$ cat src/verilog/codec_ctl_pkg.sv
package codec_ctl_pkg;
    localparam logic [3:0] ADDR_CTRL   = 4'h0;
    localparam logic [3:0] ADDR_LDIR   = 4'h2;
    localparam logic [3:0] ADDR_LVAL   = 4'h1;
    localparam logic [3:0] ADDR_TXSLOT = 4'ha;
    localparam logic [3:0] ADDR_RXSLOT = 4'h9;
    localparam logic [7:0] CTRL_RST    = 8'h08;
    localparam logic [7:0] LDIR_RST    = 8'h00;
    localparam logic [7:0] LVAL_RST    = 8'h00;
    localparam logic [7:0] SLOT_RST    = 8'h00;
    localparam int B1_POWER   = 7;
    localparam int B1_READ    = 2;
    localparam int B1_LEN     = 1;
    localparam int CTRL_LAW   = 5;
    localparam int CTRL_INV   = 4;
    localparam int CTRL_OFS   = 3;
    localparam int CTRL_ECHO  = 2;
    localparam int CTRL_LINE  = 1;
    localparam int CTRL_AMP   = 0;
    localparam int SLOT_EN    = 7;
    localparam int SLOT_PORT  = 6;
    localparam int LATCH_TOP  = 7;
    localparam int NUM_LATCH  = 6;
    localparam logic [1:0] FRAMES_TO_APPLY = 2'h2;
    localparam logic [1:0] FS_AFTER_PUP    = 2'h2;

    typedef enum logic [0:0] {PH_CMD, PH_DATA} phase_e;

    typedef struct packed {
        logic       control_clock;
        logic       csN;
        logic       din;
        logic       tx_frame_sync;
        logic       rx_frame_sync;
        logic [5:0] latchIn;
    } pin_s;

    typedef struct packed {
        logic       powerDown;
        logic       txEn0;
        logic       txEn1;
        logic       rxEn0;
        logic       rxEn1;
        logic [5:0] txSlotNum;
        logic [5:0] rxSlotNum;
        logic       tsaMode;
        logic [1:0] divCode;
        logic       aLaw;
        logic       evenInvert;
        logic       frameOffsetMode;
        logic       echoLoop;
        logic       lineLoop;
        logic       txVoiceFromRx;
        logic       rxVoiceOn;
        logic       rxAmpOn;
        logic [5:0] latchOut;
        logic [5:0] latchOe;
        logic       ctlDout;
        logic       ctlDoutOe;
    } out_s;
endpackage

$ cat src/verilog/codec_program_control.sv
`timescale 1ns/1ps
`default_nettype none
module codec_program_control
    import codec_ctl_pkg::*;
(
    // clock and reset
    input  wire logic ref_clk,
    input  wire logic rst,
    // pins from outside, asynchronous
    input  wire pin_s ctlPins,
    // all outputs, registered
    output var  out_s codecOut
);

    // ************************************************************
    // state
    // ************************************************************
    typedef struct packed {
        pin_s       syncA;
        pin_s       syncB;
        pin_s       syncC;
        logic [6:0] shift;
        logic [2:0] bitCnt;
        phase_e     phase;
        logic [7:0] cmd;
        logic [7:0] outSh;
        logic       dout;
        logic       pd;
        logic [7:0] ctrl;
        logic [7:0] ldir;
        logic [7:0] lval;
        logic [7:0] txSlot;
        logic [7:0] rxSlot;
        logic [7:0] txPend;
        logic [7:0] rxPend;
        logic       txWrit;
        logic       rxWrit;
        logic [1:0] txCnt;
        logic [1:0] rxCnt;
        logic [1:0] fsxSeen;
        out_s       o;
    } state_s;

    state_s     st_r;
    state_s     st_nxt;
    logic [7:0] rxByte;
    logic       cclkFall;
    logic       cclkRise;
    logic       csRise;
    logic       fsxRise;
    logic       fsrRise;
    logic       cmdDone;
    logic       wrStrobe;
    logic       txOk;
    logic       rxOk;

    // ************************************************************
    // helpers
    // ************************************************************
    function automatic logic [5:0] latch_bits(input logic [7:0] b);
        logic [5:0] r;
        r = '0;
        for (int i = 0; i < NUM_LATCH; i++) begin
            r[i] = b[LATCH_TOP-i];
        end
        return r;
    endfunction

    function automatic logic [7:0] latch_read(input logic [7:0] dir,
                                              input logic [7:0] val,
                                              input logic [5:0] pin);
        logic [7:0] r;
        r = '0;
        for (int i = 0; i < NUM_LATCH; i++) begin
            r[LATCH_TOP-i] = dir[LATCH_TOP-i] ? val[LATCH_TOP-i] : pin[i];
        end
        return r;
    endfunction

    // edges are taken from the second and third stages only
    assign rxByte   = {st_r.shift, st_r.syncB.din};
    assign cclkFall = !st_r.syncB.control_clock && st_r.syncC.control_clock;
    assign cclkRise = st_r.syncB.control_clock && !st_r.syncC.control_clock;
    assign csRise   = st_r.syncB.csN && !st_r.syncC.csN;
    assign fsxRise  = st_r.syncB.tx_frame_sync && !st_r.syncC.tx_frame_sync;
    assign fsrRise  = st_r.syncB.rx_frame_sync && !st_r.syncC.rx_frame_sync;

    // ************************************************************
    // next state
    // ************************************************************
    always_comb begin
        st_nxt   = st_r;
        cmdDone  = 1'b0;
        wrStrobe = 1'b0;
        st_nxt.syncA = ctlPins;
        st_nxt.syncB = st_r.syncA;
        st_nxt.syncC = st_r.syncB;
        if (st_r.syncB.csN) begin
            st_nxt.bitCnt = '0;
            st_nxt.phase  = PH_CMD;
        end else if (cclkFall) begin
            st_nxt.shift  = rxByte[6:0];
            st_nxt.bitCnt = st_r.bitCnt + 3'h1;
            if (st_r.bitCnt == 3'h7) begin
                if (st_r.phase == PH_CMD) begin
                    cmdDone = 1'b1;
                    st_nxt.pd = rxByte[B1_POWER];
                    if (rxByte[B1_LEN]) begin
                        st_nxt.phase = PH_DATA;
                        st_nxt.cmd   = rxByte;
                        case (rxByte[6:3])
                            ADDR_CTRL:   st_nxt.outSh = st_r.ctrl;
                            ADDR_LDIR:   st_nxt.outSh = st_r.ldir;
                            ADDR_LVAL:   st_nxt.outSh = latch_read(st_r.ldir, st_r.lval,
                                                                   st_r.syncB.latchIn);
                            ADDR_TXSLOT: st_nxt.outSh = st_r.txSlot;
                            ADDR_RXSLOT: st_nxt.outSh = st_r.rxSlot;
                            default:     st_nxt.outSh = 8'h00;
                        endcase
                    end
                end else begin
                    st_nxt.phase = PH_CMD;
                    wrStrobe = !st_r.cmd[B1_READ];
                end
            end
        end else if (cclkRise && st_r.phase == PH_DATA && st_r.cmd[B1_READ]) begin
            st_nxt.dout  = st_r.outSh[7];
            st_nxt.outSh = {st_r.outSh[6:0], 1'b0};
        end

        // gain and balance addresses are accepted and dropped
        if (wrStrobe) begin
            case (st_r.cmd[6:3])
                ADDR_CTRL: st_nxt.ctrl = rxByte;
                ADDR_LDIR: st_nxt.ldir = rxByte;
                ADDR_LVAL: st_nxt.lval = rxByte;
                ADDR_TXSLOT: begin
                    st_nxt.txPend = rxByte;
                    st_nxt.txWrit = 1'b1;
                end
                ADDR_RXSLOT: begin
                    st_nxt.rxPend = rxByte;
                    st_nxt.rxWrit = 1'b1;
                end
                default: ;
            endcase
        end

        if (csRise && st_r.txWrit) begin
            st_nxt.txCnt  = FRAMES_TO_APPLY;
            st_nxt.txWrit = 1'b0;
        end else if (fsxRise && st_r.txCnt != 2'h0) begin
            st_nxt.txCnt = st_r.txCnt - 2'h1;
            if (st_r.txCnt == 2'h1) begin
                st_nxt.txSlot = st_r.txPend;
            end
        end
        if (csRise && st_r.rxWrit) begin
            st_nxt.rxCnt  = FRAMES_TO_APPLY;
            st_nxt.rxWrit = 1'b0;
        end else if (fsrRise && st_r.rxCnt != 2'h0) begin
            st_nxt.rxCnt = st_r.rxCnt - 2'h1;
            if (st_r.rxCnt == 2'h1) begin
                st_nxt.rxSlot = st_r.rxPend;
            end
        end

        if (st_r.pd) begin
            st_nxt.fsxSeen = '0;
        end else if (fsxRise && st_r.fsxSeen != FS_AFTER_PUP) begin
            st_nxt.fsxSeen = st_r.fsxSeen + 2'h1;
        end

        // ********************************************************
        // outputs, one cycle behind the state they show
        // ********************************************************
        // outputs held off
        txOk = !st_r.pd && st_r.fsxSeen == FS_AFTER_PUP && st_r.txSlot[SLOT_EN];
        rxOk = !st_r.pd && st_r.rxSlot[SLOT_EN];
        st_nxt.o.powerDown = st_r.pd;
        st_nxt.o.txEn0     = txOk && !st_r.txSlot[SLOT_PORT];
        st_nxt.o.txEn1     = txOk && st_r.txSlot[SLOT_PORT];
        st_nxt.o.rxEn0     = rxOk && !st_r.rxSlot[SLOT_PORT];
        st_nxt.o.rxEn1     = rxOk && st_r.rxSlot[SLOT_PORT];
        st_nxt.o.txSlotNum = st_r.txSlot[5:0];
        st_nxt.o.rxSlotNum = st_r.rxSlot[5:0];
        st_nxt.o.tsaMode   = !st_r.ctrl[CTRL_OFS];
        st_nxt.o.divCode   = st_r.ctrl[7:6];
        st_nxt.o.aLaw       = st_r.ctrl[CTRL_LAW];
        st_nxt.o.evenInvert = st_r.ctrl[CTRL_LAW] && !st_r.ctrl[CTRL_INV];
        st_nxt.o.frameOffsetMode = st_r.ctrl[CTRL_OFS];
        st_nxt.o.echoLoop = st_r.ctrl[CTRL_ECHO];
        st_nxt.o.lineLoop = !st_r.ctrl[CTRL_ECHO] && st_r.ctrl[CTRL_LINE];
        st_nxt.o.txVoiceFromRx = !st_r.ctrl[CTRL_ECHO] && st_r.ctrl[CTRL_LINE];
        st_nxt.o.rxVoiceOn = !st_r.pd;
        st_nxt.o.rxAmpOn   = !st_r.pd || !st_r.ctrl[CTRL_AMP];
        st_nxt.o.latchOut  = latch_bits(st_r.lval);
        st_nxt.o.latchOe   = latch_bits(st_r.ldir);
        st_nxt.o.ctlDout   = st_r.dout;
        st_nxt.o.ctlDoutOe = !st_r.syncB.csN && st_r.phase == PH_DATA
                             && st_r.cmd[B1_READ];
    end

    // ************************************************************
    // registers
    // ************************************************************
    always_ff @(posedge ref_clk) begin
        if (rst) begin
            st_r             <= '0;
            st_r.pd          <= 1'b1;
            st_r.o.powerDown <= 1'b1;
            st_r.o.rxAmpOn   <= 1'b1;
            st_r.o.frameOffsetMode <= 1'b1;
            // idle pin levels, so no false select or clock edge follows reset
            st_r.syncA.csN   <= 1'b1;
            st_r.syncB.csN   <= 1'b1;
            st_r.syncC.csN   <= 1'b1;
            st_r.syncA.control_clock  <= 1'b1;
            st_r.syncB.control_clock  <= 1'b1;
            st_r.syncC.control_clock  <= 1'b1;
            st_r.ctrl        <= CTRL_RST;
            st_r.ldir        <= LDIR_RST;
            st_r.lval        <= LVAL_RST;
            st_r.txSlot      <= SLOT_RST;
            st_r.rxSlot      <= SLOT_RST;
        end else begin
            st_r <= st_nxt;
        end
    end

    assign codecOut = st_r.o;
endmodule
`default_nettype wire
$ cat config.mk
export PLATFORM = sky130hd
export DESIGN_NAME = codec_program_control
export DESIGN_NICKNAME = d
export VERILOG_FILES = /design/src/verilog/codec_ctl_pkg.sv /design/src/verilog/codec_program_control.sv
export SDC_FILE = /design/constraint.sdc
export NUM_CORES = 1
export LEC_CHECK = 0
export BUFFER_PORTS_ARGS = -buffer_cell sky130_fd_sc_hd__buf_2
export CAP_MARGIN = 10
export CORE_AREA = 10 10 159 161
export DETAILED_ROUTE_END_ITERATION = 12
export DIE_AREA = 0 0 169 171
export HOLD_SLACK_MARGIN = 0.12
export SLEW_MARGIN = 0
export SYNTH_ARGS = -nofsm -noshare
export SYNTH_HDL_FRONTEND = slang
export SYNTH_SLANG_ARGS = --single-unit
$ cat constraint.sdc
create_clock -name ref_clk -period 4.6 [get_ports ref_clk]
set_clock_uncertainty 0.15 [all_clocks]
set_input_delay 0.46 -clock ref_clk [delete_from_list [all_inputs] [get_ports ref_clk]]
set_output_delay 0.46 -clock ref_clk [all_outputs]
set_load 0.02 [all_outputs]
==> qor.csv <==
stage;metric;value;unit
status;status;completed;
finish;ANT cells;0;
place;Port Buf Inserts;54;
yosys;synth top area cells;dfxtp_1 (53%), mux2i_1 (5.9%), buf_4 (5.4%);
clocking;Sink Count;155;
timing;unrepaired setup endpoints after global routing;false;
grt;largest net degree at the start of global routing;87;
yosys;yosys warns;0;
yosys;top cell type's share of synthesized area;52.65;%
clocking;total CTS buffers;17;
place;pre-CTS setup slack;2198;ps
worst_hold_path;hold crit path type;reg -> reg;
floorplan;num ports;55;
floorplan;Row Count;55;
pwr;Pint;2.281;mW
timing;Final Hold Fails;0;
grt;initial antenna violation count;0;
yosys;Main synth FF type;dfxtp_1;
grt;vias in the first global route;3840;
timing;total negative setup slack;0;ps
setup_path;CP Launch Type;flip-flop;
run;max cap viols;0;
yosys;register bit total from synthesis;155;
clocking;clock insertion delay at the later pin of the skew report;430;ps
pwr;PD cells;420.8;nW/um^2
floorplan;total die area;28900;sq um
timing;Final Critical Period;2442;ps
pwr;Seq pwr share;47.3;%
floorplan;die width;169;microns
setup_path;Max FO, Critical Path;9;
clocking;postcts setup bufs;0;
yosys;syn avg cell area;9.629;sq um
drt;drt first pass iters;4;
pwr;switch share;20.53;%
timing;Slew Limit Fails;0;
setup_path;Setup CP Type;reg -> reg;
grt;gr ovfl total;0;
drt;via count;4008;
timing;Slew @ Worst Pin;1074;ps
yosys;ys async rst share;0;%
timing;Slew headroom;27.40;%
pwr;worst IR drop on VDD;0.0001892;V
clocking;root buf cell;clkbuf_16;
yosys;register area share after synthesis;52.65;%
timing;Max Fclk;409.6;MHz
drt;Final ANT Viol Nets;0;
clocking;htree depth;4;
finish;share of cells above drive strength 1;17.72;%
clocking;clk slew on worst S/H paths;60;ps
yosys;Yosys cell types;46;
yosys;Synth Net Count;632;
pwr;combinational share of power;1.7;%
pwr;Leakage;2.700;nW
floorplan;core area;22230;sq um
finish;synth-to-layout area growth;15.71;%
finish;Layout Nets;640;
floorplan;Initial Util;26.51;%
clocking;cts repair resizes;0;
grt;total track usage;9.538;%
drt;final wirelength;13.60;mm
drt;Iter 0 DRT Violations;336;
setup_path;Setup crit end kind;flip-flop;
timing;final setup vio count;0;
finish;fin util;30.68;%
drt;# DRC;0;
setup_path;Worst EP required;4770;ps
yosys;Mapped Area;5893;sq um
drt;wire per inst;14.84;microns
setup_path;critical path arrival;2610;ps
clocking;clk buf depth;2;
yosys;cells after synthesis;612;
pwr;Clk pwr share;51.0;%
grt;global-route wire length before repair;21.31;mm
place;Post-DP HPWL;9.238;mm
pwr;P_sw;0.5891;mW
drt;vias per cell;4.371;
clocking;CTS tree;built;
finish;Filler cells;2299;
timing;Final period util;53.08;%
yosys;number of synthesized flops with an enable pin;0;
yosys;largest area contributor in the netlist;dfxtp_1;
timing;post-route setup slack;2158;ps
floorplan;Chip Height;171;microns
place;GPL Wtd Cong;0.8358;
-- routing by layer --
metal / global-route usage (%) / vias up / part of all wire (%)
li1: - / 2029 / -
met1: 11.73 / 1876 / 46
met2: 15.51 / 89 / 48
met3: 3.166 / 14 / 5.5
met4: 2.852 / 0 / 1.3
met5: 0 / - / 0
-- synth_stat cells (4+ instances only) --
master / n
buf_1: 4
nand2_1: 43
a222oi_1: 5
a211oi_1: 13
a21oi_1: 30
nor3_1: 4
nor2_1: 74
mux2i_1: 35
and3_1: 4
nand3_1: 13
mux2_2: 8
o21ai_0: 17
a22oi_1: 14
clkbuf_1: 29
ha_1: 7
nor3b_1: 4
dfxtp_1: 155
o2bb2ai_1: 5
or2_2: 7
inv_1: 20
buf_4: 42
nor2b_1: 41
-- flip-flops by register name, indices dropped and copies added (netlist names) --
signal and count:
st_nxt 52, st_r 54, rxByte 8, codecOut 41
-- layout make-up --
cell class                      count  area, sq um  share of cell area [%]
Sequential cell                   155         3103                   45.50
Clock buffer                       17        425.4                   6.239
Clock inverter                     14        195.2                   2.862
Tap cell                          285        356.6                   5.229
Multi-Input combinational cell    357         2238                   32.83
Inverter                           20        75.07                   1.101
Timing Repair Buffer               69        425.4                   6.239
-- power by group through the flow --
| stage | registers, mW | clock network (mW) | logic (mW) |
|---|---|---|---|
| 2_1_floorplan | 1.38 | 0 | 0.0297 |
| 3_3_place_gp | 1.39 | 0 | 0.0412 |
| 3_5_place_dp | 1.39 | 0 | 0.0416 |
| 4_1_cts | 1.36 | 1.50 | 0.0487 |
| 5_1_grt | 1.36 | 1.55 | 0.0532 |
| 6_report | 1.36 | 1.46 | 0.0480 |
-- cells in the final DEF, fill, tap and decap left out, types with 2 or more instances in the layout --
cell           count
nand2_1           43
nor2b_1           41
inv_1             20
or2b_1             2
a22oi_1           14
bufinv_16          4
a211oi_1          13
inv_6              2
nor3_1             4
o21ai_0           17
nor4_1             3
o2bb2ai_1          5
dlygate4sd3_1     11
dfxtp_1          155
mux2i_1           35
buf_2             53
mux2_2             8
a21oi_1           30
and3b_1            2
nand2b_1           3
clkinv_2           3
and3_1             4
nor2_1            74
ha_1               7
nand3_1           13
and2_1             2
xnor2_1            3
buf_4              4
nor3b_1            4
clkinv_4           4
clkbuf_16         17
or2_2              7
a222oi_1           5
nand3b_1           3
-- path summary, 6_finish.rpt --
| kind | start | endpoint | slack (ps) | depth (start not counted) |
|---|---|---|---|---|
| max reg2reg | st_r[125] | st_nxt[19] | 2160 | 7 |
| max | st_r[125] | st_nxt[19] | 2160 | 7 |
| min reg2reg | st_nxt[155] | st_nxt[144] | 260 | 1 |
| min | st_nxt[155] | st_nxt[144] | 260 | 1 |
-- through the flow --
stage	power [mW]	hold WS, ps	std cells	instance area [sq um]
finish	2.870	258.9	917	6819
CTS	2.910	261.5	917	6819
global route	2.964	271.5	917	6819
floorplan	1.414	239.5	612	5893
global placement	1.428	247.0	875	6088
detailed placement	1.429	246.4	875	6088
-- repair_timing --
action,4_1_cts,5_1_grt
hold endpoints to repair,11,0
hold buffers,11,0
endpoints found under the setup margin,0,0
-- worst max-delay path, cell delays in order, from the launching register on --
cell and delay [ps]:
dfxtp_1 350, ha_1 160, ha_1 200, nand3b_4 110
nor4_1 450, and3b_1 550, nor2b_1 90, a211o_1 270
-- cell families (layout without fill, tap and decap cells) --
kind of cell / after synthesis / in the layout / share of synthesized area, %
adders and majority gates: 7 / 7 / 1.486
buffers and inverters: 100 / 120 / 9.363
xor gates and xnor gates: 4 / 4 / 0.5946
muxes: 43 / 43 / 7.474
AOI/OAI and AO/OA: 88 / 88 / 9.618
DFF: 155 / 155 / 52.65
and+or+nand+nor: 215 / 215 / 18.81
(Power assumes the default switching activity.)
